==> src/hdl/twi_tgt_pkg.sv <==
/*
 * constants for the two-wire target-transmitter block: register offsets,
 * control bit positions, event codes, reset values and state codes.
 * assumes a 32-bit AXI4-Lite register bus with byte addresses.
 */
package twi_tgt_pkg;

    // ********************************
    // register offsets (byte addresses)
    // ********************************
    localparam logic [7:0] OFS_OWN = 8'h00;
    localparam logic [7:0] OFS_CTRL = 8'h04;
    localparam logic [7:0] OFS_CODE = 8'h08;
    localparam logic [7:0] OFS_DATA = 8'h0C;
    localparam logic [7:0] OFS_AUX = 8'h10;

    // ********************************
    // control, own-address and aux fields
    // ********************************
    localparam int CB_FLAG = 7;
    localparam int CB_ACKEN = 6;
    localparam int CB_BEGIN = 5;
    localparam int CB_END = 4;
    localparam int CB_EN = 2;
    localparam int OWN_GC_BIT = 0;
    localparam int AUX_WAKE = 0;
    localparam int AUX_SLEEP = 1;

    // ********************************
    // reset values
    // ********************************
    localparam logic [7:0] OWN_RESET = 8'h00;
    localparam logic [7:0] DATA_RESET = 8'h00;

    // ********************************
    // event codes, prescaler field read as zero
    // ********************************
    localparam logic [7:0] CODE_NONE = 8'hF8;
    localparam logic [7:0] CODE_READ_ACK = 8'hA8;
    localparam logic [7:0] CODE_ARB_READ = 8'hB0;
    localparam logic [7:0] CODE_DATA_ACK = 8'hB8;
    localparam logic [7:0] CODE_DATA_NACK = 8'hC0;
    localparam logic [7:0] CODE_LAST_ACK = 8'hC8;
    localparam logic [7:0] CODE_MASK = 8'hF8;

    // ********************************
    // bus responses and bit counts
    // ********************************
    localparam logic [1:0] RESP_OKAY = 2'h0;
    localparam logic [1:0] RESP_SLVERR = 2'h2;
    localparam logic [3:0] ADDR_BITS = 4'h8;
    localparam logic [3:0] LAST_BIT = 4'h7;

    typedef enum logic [6:0] {
        ST_IDLE = 7'h01,
        ST_ADDR = 7'h02,
        ST_AACK = 7'h04,
        ST_TXW = 7'h08,
        ST_TXB = 7'h10,
        ST_TXA = 7'h20,
        ST_NADR = 7'h40
    } state_t;

endpackage
==> src/hdl/twi_pin_sync.sv <==
/*
 * two-flop synchroniser with edge detection for bus pins.
 * assumes idle-high open-drain lines; resets to high so no false edges.
 */
`timescale 1ns/100ps
module twi_pin_sync #(
    parameter int W = 2
) (
    // clock and reset
    input wire logic clk,
    input wire logic resetn,
    // pins in, synchronised view out
    input wire logic [W-1:0] pin_in,
    output logic [W-1:0] lvl,
    output logic [W-1:0] rise,
    output logic [W-1:0] fall
);
    typedef struct packed {
        logic [W-1:0] m;
        logic [W-1:0] q;
        logic [W-1:0] p;
    } sync_t;

    sync_t s_r;
    sync_t s_nxt;

    always_comb begin
        s_nxt = s_r;
        s_nxt.m = pin_in;
        s_nxt.q = s_r.m;
        s_nxt.p = s_r.q;
    end

    always_ff @(posedge clk or negedge resetn) begin
        if (!resetn) begin
            s_r <= '1;
        end else begin
            s_r <= s_nxt;
        end
    end

    // edges look only at the second and third flops
    assign lvl = s_r.q;
    assign rise = s_r.q & ~s_r.p;
    assign fall = ~s_r.q & s_r.p;
endmodule // twi_pin_sync

==> src/hdl/twi_target_tx.sv <==
/*
 * two-wire target-transmitter with AXI4-Lite register access.
 * assumes open-drain pins resolved outside, a controller block supplying
 * arb_lost, and a receiver block taking over on rx_mode_start.
 */
// Function
// - event codes read with prescaler bits forced to zero.
// - answer the seven-bit own address in own-address bits 7..1.
// - answer general call only when own-address bit 0 is one; also answered here when own-address bits 7..1 are zero.
// - read direction enters transmit, write direction hands to receive.
// - own address with read direction sets event flag and a valid code.
// - addressed for read after lost arbitration reports its own code.
// - acknowledge enable cleared makes the current byte the last.
// - after the last byte report nack or ack with distinct codes.
// - after the last byte go not-addressed, leave data line released.
// - acknowledge enable zero ignores own address but keeps monitoring.
// - in deep sleep still recognise and acknowledge own address.
// - sleep match with read direction requests wake and holds clock low until flag cleared.
// - data register content is stale after waking.
// - after read address software loads data and clears flag.
// - after lost arbitration read, load data and clear flag likewise.
// - sent byte acknowledged reports data-acked code, then next byte.
// - after nack go not-addressed; begin request starts when bus free.
`timescale 1ns/100ps
module twi_target_tx
    import twi_tgt_pkg::*;
(
    // clock and reset
    input wire logic clk,
    input wire logic resetn,
    // axi4-lite write
    input wire logic [7:0] awaddr,
    input wire logic awvalid,
    output logic awready,
    input wire logic [31:0] wdata,
    input wire logic [3:0] wstrb,
    input wire logic wvalid,
    output logic wready,
    output logic [1:0] bresp,
    output logic bvalid,
    input wire logic bready,
    // axi4-lite read
    input wire logic [7:0] araddr,
    input wire logic arvalid,
    output logic arready,
    output logic [31:0] rdata,
    output logic [1:0] rresp,
    output logic rvalid,
    input wire logic rready,
    // two-wire pins
    input wire logic scl_i,
    output logic scl_o,
    output logic scl_oe,
    input wire logic sda_i,
    output logic sda_o,
    output logic sda_oe,
    // system side
    input wire logic sleep_deep,
    input wire logic arb_lost,
    output logic wake_req,
    output logic start_req,
    output logic rx_mode_start
);
    typedef struct packed {
        state_t st;
        logic [3:0] cnt;
        logic [7:0] sh;
        logic [7:0] own;
        logic ack_en;
        logic begin_req;
        logic end_req;
        logic en;
        logic flag;
        logic [7:0] code;
        logic [7:0] data;
        logic last;
        logic ackd;
        logic rd;
        logic wake;
        logic rxs;
        logic aw_v;
        logic [7:0] aw_a;
        logic w_v;
        logic [7:0] w_d;
        logic w_s;
        logic bv;
        logic [1:0] br;
        logic rv;
        logic [31:0] rd_d;
        logic [1:0] rr;
    } core_t;

    core_t s_r;
    core_t s_nxt;
    logic [1:0] lvl;
    logic [1:0] rise;
    logic [1:0] fall;
    logic scl;
    logic sda;
    logic scl_rise;
    logic scl_fall;
    logic bus_start;
    logic bus_stop;
    logic hit;

    twi_pin_sync #(.W(2)) u_sync (
        .clk(clk),
        .resetn(resetn),
        .pin_in({sda_i, scl_i}),
        .lvl(lvl),
        .rise(rise),
        .fall(fall)
    );

    assign scl = lvl[0];
    assign sda = lvl[1];
    assign scl_rise = rise[0];
    assign scl_fall = fall[0];
    assign bus_start = fall[1] & scl;
    assign bus_stop = rise[1] & scl;
    // own address or enabled general call
    assign hit = (s_r.sh[7:1] == s_r.own[7:1])
        || (s_r.own[OWN_GC_BIT] && (s_r.sh[7:1] == 7'h00));

    // ********************************
    // bus handshakes and pin drive
    // ********************************
    assign awready = !s_r.aw_v && !s_r.bv;
    assign wready = !s_r.w_v && !s_r.bv;
    assign arready = !s_r.rv;
    assign bvalid = s_r.bv;
    assign bresp = s_r.br;
    assign rvalid = s_r.rv;
    assign rdata = s_r.rd_d;
    assign rresp = s_r.rr;
    assign scl_o = 1'b0;
    assign sda_o = 1'b0;
    // a long wake-up holds the clock low and blocks other traffic
    assign scl_oe = (s_r.st == ST_TXW) || (s_r.wake && s_r.flag);
    // data line released outside address ack and zero data bits
    assign sda_oe = (s_r.st == ST_AACK)
        || (((s_r.st == ST_TXB) || ((s_r.st == ST_TXW) && !s_r.flag)) && !s_r.sh[7]);
    assign wake_req = s_r.wake;
    assign start_req = s_r.en && s_r.begin_req && (s_r.st == ST_IDLE) && scl && sda;
    assign rx_mode_start = s_r.rxs;

    always_comb begin
        s_nxt = s_r;
        s_nxt.rxs = 1'b0;

        // ********************************
        // register access
        // ********************************
        if (awvalid && awready) begin
            s_nxt.aw_v = 1'b1;
            s_nxt.aw_a = awaddr;
        end
        if (wvalid && wready) begin
            s_nxt.w_v = 1'b1;
            s_nxt.w_d = wdata[7:0];
            s_nxt.w_s = wstrb[0];
        end
        if (s_r.bv && bready) begin
            s_nxt.bv = 1'b0;
        end
        if (s_r.aw_v && s_r.w_v) begin
            s_nxt.aw_v = 1'b0;
            s_nxt.w_v = 1'b0;
            s_nxt.bv = 1'b1;
            s_nxt.br = RESP_OKAY;
            case (s_r.aw_a)
                OFS_OWN: begin
                    if (s_r.w_s) s_nxt.own = s_r.w_d;
                end
                OFS_CTRL: begin
                    if (s_r.w_s) begin
                        s_nxt.ack_en = s_r.w_d[CB_ACKEN];
                        s_nxt.begin_req = s_r.w_d[CB_BEGIN];
                        s_nxt.end_req = s_r.w_d[CB_END];
                        s_nxt.en = s_r.w_d[CB_EN];
                        // writing one clears the flag
                        if (s_r.w_d[CB_FLAG]) s_nxt.flag = 1'b0;
                    end
                end
                // software-only data; the bus never refreshes it, stale after wake
                OFS_DATA: begin
                    if (s_r.w_s) s_nxt.data = s_r.w_d;
                end
                OFS_CODE, OFS_AUX: begin
                end
                default: s_nxt.br = RESP_SLVERR;
            endcase
        end
        if (s_r.rv && rready) begin
            s_nxt.rv = 1'b0;
        end
        if (arvalid && arready) begin
            s_nxt.rv = 1'b1;
            s_nxt.rr = RESP_OKAY;
            s_nxt.rd_d = 32'h0000_0000;
            case (araddr)
                OFS_OWN: s_nxt.rd_d[7:0] = s_r.own;
                OFS_CTRL: s_nxt.rd_d[7:0] = {s_r.flag, s_r.ack_en, s_r.begin_req, s_r.end_req,
                    1'b0, s_r.en, 2'h0};
                OFS_CODE: s_nxt.rd_d[7:0] = s_r.code & CODE_MASK;
                OFS_DATA: s_nxt.rd_d[7:0] = s_r.data;
                OFS_AUX: s_nxt.rd_d[1:0] = {sleep_deep, s_r.wake};
                default: s_nxt.rr = RESP_SLVERR;
            endcase
        end

        // ********************************
        // serial engine; hardware set wins over software clear
        // ********************************
        if (!s_r.en) begin
            s_nxt.st = ST_IDLE;
        end else if (bus_start) begin
            s_nxt.st = ST_ADDR;
            s_nxt.cnt = 4'h0;
        end else if (bus_stop) begin
            s_nxt.st = ST_IDLE;
        end else begin
            case (s_r.st)
                ST_ADDR: begin
                    if (scl_rise) begin
                        s_nxt.sh = {s_r.sh[6:0], sda};
                        s_nxt.cnt = s_r.cnt + 4'h1;
                    end
                    // monitoring goes on with ack disabled; next start re-arms
                    if (scl_fall && (s_r.cnt == ADDR_BITS)) begin
                        if (hit && s_r.ack_en) begin
                            s_nxt.st = ST_AACK;
                            s_nxt.rd = s_r.sh[0];
                        end else begin
                            s_nxt.st = ST_NADR;
                        end
                    end
                end
                ST_AACK: begin
                    if (scl_fall) begin
                        if (s_r.rd) begin
                            s_nxt.st = ST_TXW;
                            s_nxt.flag = 1'b1;
                            s_nxt.code = arb_lost ? CODE_ARB_READ : CODE_READ_ACK;
                            if (sleep_deep) s_nxt.wake = 1'b1;
                        end else begin
                            s_nxt.st = ST_NADR;
                            s_nxt.rxs = 1'b1;
                        end
                    end
                end
                ST_TXW: begin
                    // first bit settles a cycle before the clock is let go, so no false start
                    s_nxt.sh = s_r.data;
                    if (!s_r.flag) begin
                        s_nxt.st = ST_TXB;
                        s_nxt.last = !s_r.ack_en;
                        s_nxt.cnt = 4'h0;
                        s_nxt.wake = 1'b0;
                    end
                end
                ST_TXB: begin
                    if (scl_fall) begin
                        s_nxt.cnt = s_r.cnt + 4'h1;
                        s_nxt.sh = {s_r.sh[6:0], 1'b1};
                        if (s_r.cnt == LAST_BIT) s_nxt.st = ST_TXA;
                    end
                end
                ST_TXA: begin
                    if (scl_rise) s_nxt.ackd = !sda;
                    if (scl_fall) begin
                        s_nxt.flag = 1'b1;
                        if (!s_r.ackd) begin
                            s_nxt.code = CODE_DATA_NACK;
                            s_nxt.st = ST_NADR;
                        end else if (s_r.last) begin
                            s_nxt.code = CODE_LAST_ACK;
                            s_nxt.st = ST_NADR;
                        end else begin
                            s_nxt.code = CODE_DATA_ACK;
                            s_nxt.st = ST_TXW;
                        end
                    end
                end
                ST_NADR, ST_IDLE: begin
                end
                default: s_nxt.st = ST_IDLE;
            endcase
        end
    end

    always_ff @(posedge clk or negedge resetn) begin
        if (!resetn) begin
            s_r <= '0;
            s_r.st <= ST_IDLE;
            s_r.own <= OWN_RESET;
            s_r.data <= DATA_RESET;
            s_r.code <= CODE_NONE;
        end else begin
            s_r <= s_nxt;
        end
    end
endmodule // twi_target_tx

==> config.mk <==
export PLATFORM = sky130hd
export DESIGN_NAME = twi_target_tx
export DESIGN_NICKNAME = d
export VERILOG_FILES = /design/src/hdl/twi_tgt_pkg.sv /design/src/hdl/twi_pin_sync.sv /design/src/hdl/twi_target_tx.sv
export SDC_FILE = /design/constraint.sdc
export NUM_CORES = 1
export LEC_CHECK = 0
export ABC_AREA = 1
export BUFFER_PORTS_ARGS = -buffer_cell sky130_fd_sc_hd__buf_4
export CORE_UTILIZATION = 30
export DETAILED_ROUTE_END_ITERATION = 8
export PLACE_DENSITY_LB_ADDON = 0.15
export SETUP_SLACK_MARGIN = 0.5
export SLEW_MARGIN = 5
export SYNTH_ARGS = -nofsm -noshare
export SYNTH_HDL_FRONTEND = slang
export SYNTH_HIERARCHICAL = 1
export SYNTH_SLANG_ARGS = --single-unit
==> constraint.sdc <==
create_clock -name clk -period 2.55 [get_ports clk]
set_input_delay 0.255 -clock clk [delete_from_list [all_inputs] [get_ports clk]]
set_output_delay 0.255 -clock clk [all_outputs]
set_load 0.02 [all_outputs]
Word level (Yosys, flattened, before mapping)
Cells that the tools add are included.
Word-level totals
  flip-flop bits (word level): 92
  latch bits: 0
  memory bits (writable): 0
  memory bits (read-only): 0
  input port bits: 63
  output and inout bits: 48
  memories: 0
Cells by class
  add/subtract/negate cells: 1
  multiply operators: 0
  div/mod/pow operators: 0
  order comparisons: 0
  eq/ne operators: 36
  shifts and indexed selects: 0
  mux-type cells: 53
  bitwise gates (word level): 9
  reduce and logical (&&, ||, !) cells: 55
Operators with widths (count)
  7-bit two-way mux: 12
  9-bit two-way mux: 7
  7-bit case mux with 6 select lines: 1
  12-bit case mux with 3 select lines: 1
  35-bit two-way mux: 1
  8-bit by 4-bit equality test with 1-bit output (second input constant): 4
  5-bit inequality test (second input constant): 5
  12-bit two-way mux: 2
  6-bit case mux with 4 select lines: 1
  11-bit two-way mux: 2
  19-bit two-way mux: 1
  1-bit logical AND: 18
  9-bit case mux with 2 select lines: 1
  6-bit AND reduction: 3
  8-bit by 3-bit equality test with 1-bit output (second input constant): 2
  8-bit by 5-bit equality test with 1-bit output (second input constant): 2
  8-bit logical NOT: 2
  1-bit two-way mux: 16
  2-bit inequality test (second input constant): 8
  7-bit AND reduction: 2
  2-bit nonzero test: 6
  10-bit two-way mux: 1
  5-bit AND reduction: 2
  5-bit OR reduction: 2
  31 further kinds: 52

Longest topological paths before layout
Gate-level depths: netlist (run 1).
  depth after elaboration: 10
  gate-level depth with buffers: 13

Hierarchy
The synthesis (run 1) kept the hierarchy.
By module, submodules not included
  twi_target_tx: instances 1, cells an instance 585, area each 4526.8 um^2, sequential area each 2034.5 um^2
  twi_pin_sync: instances 1, cells an instance 16, area each 202.7 um^2, sequential area each 157.7 um^2

Least setup slack after synthesis (run 1)
OpenSTA, ideal clock, no wires.
  path type: register to register
  start point: register u_sync/s_r[0] (netlist bit)
  end point: register s_r[109] (netlist bit)
  data arrival time: 1.632 ns
  data required time: 2.434 ns
  path slack: 0.801 ns
  stages on the path, launching flop included: 14
  period minus slack after synthesis: 1.749 ns
  cells stage by stage: dfstp_2 > inv_1 > nor2_1 > inv_2 > nor2_1 > nand2_1 > nand3_1 > nand2_1 > nor2_1 > nand2_4 > nand2_4 > inv_2 > nand2_1 > nand2_1
On the way
  word-level cells in the longest chain between the ends: 4
  elaborated cells between the ends (all ways): 7
  those cells by class: eq/ne: 4; bitwise: 1; reduce/logical: 2
RTL lines
  start: declaration: RTL line twi_pin_sync.sv:24  | sync_t s_r;
  start signal: assignment: RTL line twi_pin_sync.sv:38  | s_r <= s_nxt;
  2-bit AND (*): RTL line twi_pin_sync.sv:45  | assign fall = ~s_r.q & s_r.p;
  via fall[0]: RTL line twi_target_tx.sv:97  | logic [1:0] fall;
  1-bit logical AND: RTL line twi_target_tx.sv:230  | if (scl_fall && (s_r.cnt == ADDR_BITS)) begin
  5-bit inequality test (no source line)
  7-bit AND reduction (no source line) (*)
  end signal: assignment: RTL line twi_target_tx.sv:300  | s_r <= s_nxt;
  end: declaration: RTL line twi_target_tx.sv:93  | core_t s_r;
Mark *: on every way through the listed nets, which the timed path passes. The rest lies on a longest branch.
A chain may end at the register's enable or synchronous reset.

Final worst setup path (run 1)
  start point: register s_r[107] (netlist bit)
  end point: output port sda_oe
On the way
  word-level cells in the longest chain between the ends: 5
  elaborated cells between the ends (all ways): 7
  those cells by class: eq/ne: 3; reduce/logical: 4
RTL lines
  7-bit by 4-bit equality test with 1-bit output: RTL line twi_target_tx.sv:142  | || (((s_r.st == ST_TXB) || ((s_r.st == ST_TXW) && !s_r.flag)) && !s_r.sh[7]);
  1-bit logical AND: RTL line twi_target_tx.sv:142
  1-bit logical OR: RTL line twi_target_tx.sv:142
  1-bit logical AND: RTL line twi_target_tx.sv:142
  1-bit logical OR (*): RTL line twi_target_tx.sv:142
  end: declaration: RTL line twi_target_tx.sv:56  | output logic sda_oe,
Every way passes the cells marked *; elsewhere a longest branch is shown, timed or not.

==> results of run 1 <==
## worst max-delay path: stages, from the launching register on
cell	delay (ps)
dfrtp_1	430
inv_2	90
nand2_1	80
nor2_4	210
nand2_4	120
nor2_2	120
o21ai_1	90
nand2_1	70
buf_4	140
## cells in the final DEF, fill, tap and decap left out, types with 3 or more instances in the layout
master,Yosys,final
nand2_1,145,145
dfrtp_1,75,74
inv_1,69,69
nor2_1,64,61
buf_4,40,59
o21ai_0,59,58
nand3_1,33,33
conb_1,1,28
a21oi_1,18,18
dfstp_2,12,12
nor2_4,8,10
nor2_2,8,9
nor3_1,9,9
clkbuf_16,0,9
inv_2,7,7
a21oi_2,7,7
nand4_1,5,5
nand2_4,3,4
o21ai_1,3,4
mux2_2,4,4
nor4_1,3,3
o22ai_1,3,3
dlygate4sd3_1,0,3
## cell usage after synthesis
library cell and number:
inv_1 69, buf_6 1, nor2_4 8, nand4_4 1
nand4_1 5, dfrtp_1 75, nor3_1 9, o21ai_0 59
dfstp_2 12, o21ai_2 1, o21a_1 2, nand3_2 1
buf_2 5, nor2_2 8, o21bai_1 2, nand2_1 145
nand2_2 3, nand3_1 33, a21oi_1 18, inv_2 7
a21oi_2 7, o21ai_1 3, ha_1 2, nor4_1 3
or2_2 1, clkbuf_1 2, mux2_2 4, nor3_4 1
buf_4 40, or2_1 1, xnor2_1 2, conb_1 1
nand2_4 3, o22ai_1 3, nor2_1 64
## flip-flops by register name (all words and copies together), names as in the netlist
signal and flops:
bresp 1, rvalid 1, wake_req 1, rx_mode_start 1, s_r 67, rresp 1, rdata 8, u_sync/s_nxt 2
u_sync/lvl 2, bvalid 1, u_sync/s_r 2
## cells by family (layout without fill, tap and decap cells)
family	count (synthesis)	count (layout)	share of synthesized area, %
fa+ha+maj	2	2	0.529
other cells	1	28	0.0793
simple gates	286	286	27.4
xor+xnor	2	2	0.370
compound gates	95	95	11.0
flops	87	87	46.3
buf+inv	124	155	13.3
mux	4	4	0.952
## power breakdown
part | internal (mW) | switching (mW)
registers | 1.58 | 0.116
clock network | 0.662 | 0.571
logic | 0.243 | 0.449
## per-stage QoR
step | hold WS [ps] | cells | cell area (um2) | worst slack (ps)
final | 96.7 | 870 | 5530 | 590
after floorplan | -40.6 | 628 | 4830 | 801
after global routing | 84.4 | 870 | 5530 | 506
after global placement | 301 | 848 | 5190 | 533
after detailed placement | 313 | 848 | 5190 | 529
after CTS | 2.91 | 868 | 5500 | 500
## cell type report
cell class,instances,area [um2]
clock buffer,11,233
clock inverter,5,33.8
fill,1654,9780
inverter,76,285
multi-input combinational,417,2030
sequential,87,2190
tap,211,264
timing repair buffer,63,493
## layer usage
| layer | global-route usage [%] | part of all wire (%) | vias to the layer above |
|---|---|---|---|
| li1 | - | - | 1939 |
| met1 | 19.4 | 47 | 1841 |
| met2 | 25.5 | 49 | 89 |
| met3 | 3.89 | 3.7 | 9 |
| met4 | 4.62 | 1.1 | 0 |
| met5 | 0 | 0 | - |
## worst min path at each step
stage	cells after the start	end	slack, ps
3_5_place_dp	1	rx_mode_start	310
4_1_cts	1	u_sync/s_nxt[2]	3
5_1_grt	2	rvalid	80
3_3_place_gp	1	s_r[60]	300
6_report	2	rvalid	100
2_1_floorplan	0	bresp[1]	-40
## what timing repair did
action                                  in CTS  in global routing
pin swaps                                    1                  2
setup buffers                                2                  1
hold buffers                                 2                  1
gates cloned                                 0                  0
gates resized for setup                      1                  7
endpoints found under the setup margin       1                 10
endpoints found under the hold margin       37                  1
==> impl_summary.txt, run 1 <==
----------------------------------------------------
[Outcome]
  Outcome ... complete, no violations

[Clock network]
  Number of H-tree levels ... 3
  Insertion delay to the later sink of the worst-skew pair ... between 300 and 400 ps
  CTS root buffer ... clkbuf_16
  CTS tree ... done
  CTS buffer count ... 9
  Clock transition at the registers of the reported paths ... approximately 70 ps
  Clock sinks ... 87
  Buffer depth of the longest clock path ... 2

[Timing]
  Portion of the clock cycle consumed by the worst path in the final layout ... around three quarters
  Worst slew slack as a fraction of its limit ... about half
  Final Hold Vio Count ... 0
  Max-slew violation total from the final report ... 0
  Slew at the pin with the worst max-slew slack ... roughly 750 ps
  Time the worst path needs with I/O delays and setup ... ~2000 ps
  Fin Setup TNS ... 0 ps
  Number of setup violations in the final report ... 0
  Unrepaired setup endpoints after global routing ... false
  Upper clock frequency limit ... about 510 MHz
  Worst clock skew ... ~9.9 ps

[Worst setup path]
  Signal arrival time at the worst endpoint ... 1710 ps
  Kind of launch point of the worst setup path ... flop
  Classification of the worst setup path ... flop to output pin
  Critical path required time ... around 2300 ps
  End of the worst register-to-register path ... s_r[94]
  Worst flop-to-flop path startpoint ... u_sync/lvl[1]
  Critical path destination ... sda_oe
  Critical Path Fanout Max ... 8
  Critical Path Source ... s_r[107]
  Number of cells on the worst reg-to-reg path ... 7
  Internal reg-to-reg setup slack ... 650 ps
  Critical Path Sink Type ... output pin

[Power and ir drop]
  Worst VDD drop ... 0.372 mV
  Static Leakage ... roughly 2.7 nW
  Power Density ... approximately 650 nW/um2
  Total power after layout ... around 3.6 mW

[Detailed routing]
  Number of DRC markers after the initial detailed-route iteration ... about 190
  ANT nets after route ... 0
  Sum of routed wire length over all layers ... 11.6 mm
  Average detailed-routed wire length per instance ... ~13 um
  Post-detailed-route DRC marker count ... 0
  Number of vias per cell after detailed routing ... about 4.5
  Total via count in the routed design ... around 3,900
  Total iterations of the first detailed-routing run ... 4

[Logic synthesis]
  Leading area contributor after synthesis ... dfrtp_1
  Post-synth cell types ... 35
  Post-Synthesis Cell Area ... about 4700 um2
  Post-synthesis register bit count ... 87
  Warnings from Yosys ... 6
  Share of the yosys chip area belonging to registers ... between 40% and 50%
  Share of the synthesized area in the top cell type ... approximately 40%
  Mean cell area of the mapped netlist ... 7.87 um2
  Gate count of the mapped netlist ... 601
  Synth area leaders ... dfrtp_1 (40%), nand2_1 (12%), dfstp_2 (6.7%), buf_4 (6.3%), o21ai_0 (6.2%)

[Finish]
  # diodes ... 0
  Final #Nets ... slightly above 700
  Signed area change from the synthesized netlist to the final layout ... 17.0%
  Proportion of layout cells with a drive suffix above 1 ... 20.5%
  Util after Layout ... between 30% and 40%

[Global routing]
  Leftover overflow at the end of global routing ... 0
  Largest net degree at the start of global routing ... 45
  Via count of the first global-routing pass ... around 3,700
  GR Util All Layers ... between 15 and 20%
  Initial antenna violation count ... 0
  Wire length of the first global-routing pass ... 19.0 mm

[Placed design]
  Estimated wirelength of the detail-placed design ... 8.64 mm
  Number of input and output port buffers inserted ... between 50 and 60
  Final Wtd Congestion ... between 0.8 and 0.9

[Flow run]
  Reported max-cap violation count ... 0

[Floorplanning]
  Area of the die ... about 16,000 um2
  FP Rows ... 45
  Horiz. Die Dim ... roughly 130 um
  Die span in y ... approximately 130 um
  Core Footprint ... roughly 15,000 um2
  Number of top-level pins ... 111
  Starting utilization of the core area ... 30.9%

[Hold path]
  Startpoint of the most critical hold path ... rready
  Worst hold-check path type ... input pin to flop

----------------------------------------------------
(Power assumes the default switching activity.)
==> inputs of run 2 (changes only) <==
==> constraint.sdc (replaced) <==
create_clock -name clk -period 2 [get_ports clk]
set_input_delay 0.2 -clock clk [delete_from_list [all_inputs] [get_ports clk]]
set_output_delay 0.2 -clock clk [all_outputs]
set_load 0.02 [all_outputs]
==> impl_summary.txt, run 2 (same netlist as run 1, synthesis figures left out) <==
----------------------------------------------------
[Worst setup path]
  Kind of launch point of the worst setup path ... flop
  Critical Path Source ... s_r[105]
  Critical path required time ... 1800 ps (-500 ps)
  Critical Path Sink Type ... output pin
  Internal reg-to-reg setup slack ... 240 ps (-410 ps)
  End of the worst register-to-register path ... s_r[76]
  Worst flop-to-flop path startpoint ... s_r[103]
  Signal arrival time at the worst endpoint ... 1610 ps (-100 ps)
  Critical Path Fanout Max ... 4 (-4)
  Number of cells on the worst reg-to-reg path ... 10 (+3)
  Classification of the worst setup path ... flop to output pin

[Detailed routing]
  Total iterations of the first detailed-routing run ... 4 (unchanged)
  Post-detailed-route DRC marker count ... 0 (unchanged)
  Average detailed-routed wire length per instance ... 13.5 um (+1.7%)
  Sum of routed wire length over all layers ... 12.5 mm (+7.7%)
  ANT nets after route ... 0 (unchanged)
  Number of DRC markers after the initial detailed-route iteration ... 222 (+19%)
  Number of vias per cell after detailed routing ... 4.44 (-0.35%)
  Total via count in the routed design ... 4,091 (+5.5%)

[Finish]
  Util after Layout ... 42.1% (+5.9 points)
  Signed area change from the synthesized netlist to the final layout ... 36.3%
  Final #Nets ... 770 (+7.1%)
  Largest register FFs ... 67 (unchanged)
  Final design instance area without fill ... 6440 um2 (+16%)
  # diodes ... 0 (unchanged)
  Filler cell count ... 1,545 (-6.6%)
  Register with the highest flop count ... s_r
  Proportion of layout cells with a drive suffix above 1 ... 35.9% (+15 points)
  Leading cell type in the layout, fill and taps excluded ... nand2_1
  Most frequent cells in the layout ... nand2_1 (126), buf_4 (90), dfrtp_1 (72)

[Global routing]
  Via count of the first global-routing pass ... 3,985 (+7.1%)
  Initial antenna violation count ... 0 (unchanged)
  GR Util All Layers ... 15.8% (+0.55 points)
  Leftover overflow at the end of global routing ... 0 (unchanged)
  Wire length of the first global-routing pass ... 19.9 mm (+4.9%)
  Largest net degree at the start of global routing ... 40 (-11%)

[Placed design]
  Number of input and output port buffers inserted ... 55 (unchanged)
  Placed Instance Area ... 5290 um2 (+1.9%)
  Final Wtd Congestion ... 0.825 (about the same)
  Estimated wirelength of the detail-placed design ... 8.62 mm (-0.19%)
  Pre-CTS setup slack ... 209 ps (-320 ps)

[Timing]
  Unrepaired setup endpoints after global routing ... true
  Max-slew violation total from the final report ... 0 (unchanged)
  Worst clock skew ... 8.41 ps (-1.44 ps)
  Worst slew slack as a fraction of its limit ... 61.1% (+12 points)
  Number of setup violations in the final report ... 0 (unchanged)
  Post-route worst setup slack ... 187 ps (-402 ps)
  Time the worst path needs with I/O delays and setup ... 1810 ps
  Portion of the clock cycle consumed by the worst path in the final layout ... approximately 91%
  Final Hold Vio Count ... 0 (unchanged)
  Fin Setup TNS ... 0 ps (unchanged)
  Slew at the pin with the worst max-slew slack ... 582 ps (-169 ps)
  Upper clock frequency limit ... between 500 and 600 MHz

[Power and ir drop]
  Static Leakage ... 3.07 nW (+14%)
  Power Density ... 793 nW/um2 (+21%)
  Worst VDD drop ... 0.665 mV (+79%)
  Total power after layout ... 5.11 mW (+41%)

[Clock network]
  Insertion delay to the later sink of the worst-skew pair ... 350 ps (about the same)
  Clock transition at the registers of the reported paths ... 60 ps (about the same)
  Number of H-tree levels ... 3 (unchanged)
  Clock sinks ... 87 (unchanged)
  CTS tree ... done
  CTS buffer count ... 9 (unchanged)
  CTS root buffer ... clkbuf_16
  Buffer depth of the longest clock path ... 2 (unchanged)

[Floorplanning]
  Die span in y ... 128 um (unchanged)
  FP Rows ... 45 (unchanged)
  Core Footprint ... 15,300 um2 (unchanged)
  Number of top-level pins ... 111 (unchanged)
  Horiz. Die Dim ... 128 um (unchanged)
  Starting utilization of the core area ... 30.9% (unchanged)
  Area of the die ... 16,300 um2 (unchanged)

[Flow run]
  Reported max-cap violation count ... 0 (unchanged)

[Outcome]
  Outcome ... complete, no violations

[Hold path]
  Startpoint of the most critical hold path ... bready
  Count of cells along the worst hold path ... 2 (unchanged)
  Capture endpoint of the worst hold path ... bvalid
  Worst hold-check path type ... input pin to flop

----------------------------------------------------
-- run 2: per-layer routing --
metal,part of all wire [%],up-vias,routed length (um),GRT usage (%)
met5,0,-,0,0
met4,1.5,0,188,5.88
met3,4.5,15,556,2.51
met2,46,116,5750,24.7
met1,48,1900,5980,22.1
li1,-,2060,-,-
-- run 2: critical path, cell delays in order (launching register included) --
cell and delay (ps):
dfrtp_2 440, inv_2 100, nand2_1 90, nor2_4 150
nand2_4 90, nor2_4 110, o21ai_2 80, nand2_1 90
buf_6 120
-- run 2: how the worst max path moves through the flow --
stage	to	cells past startpoint
4_1_cts	sda_oe	7
5_1_grt	sda_oe	8
3_5_place_dp	s_r[74]	9
6_report	sda_oe	8
3_3_place_gp	s_r[74]	9
2_1_floorplan	s_r[109]	13
-- run 2: area by class of cell --
| cell class | count | area (um2) | area share (%) |
|---|---|---|---|
| clock inverters | 5 | 81.3 | 1.26 |
| repair buffers | 111 | 948 | 14.7 |
| well taps | 211 | 264 | 4.10 |
| clock buffers | 11 | 243 | 3.77 |
| flip-flops and latches | 87 | 2200 | 34.1 |
| inverters | 76 | 295 | 4.58 |
| multi-input cells | 420 | 2420 | 37.5 |
-- run 2: stage by stage --
step,cells,hold WS (ps)
2_1_floorplan,628,-95.6
3_3_place_gp,855,159
3_5_place_dp,855,168
4_1_cts,909,42.6
5_1_grt,921,57.7
6_report,921,44.3
-- run 2: report_power, final --
group,internal (mW),total (mW),switching [mW]
Clock,1.13,1.85,0.720
Sequential,2.02,2.20,0.181
Combinational,0.385,1.06,0.678
Total,3.53,5.11,1.58
-- run 2: what timing repair did --
| action | in CTS | in global routing |
|---|---|---|
| endpoints found under the setup margin | 52 | 54 |
| gates cloned | 1 | 3 |
| hold buffers | 3 | 0 |
| pin swaps | 32 | 45 |
| buffers inserted | 34 | 9 |
| hold endpoints to repair | 31 | 0 |
| resized for setup | 62 | 74 |
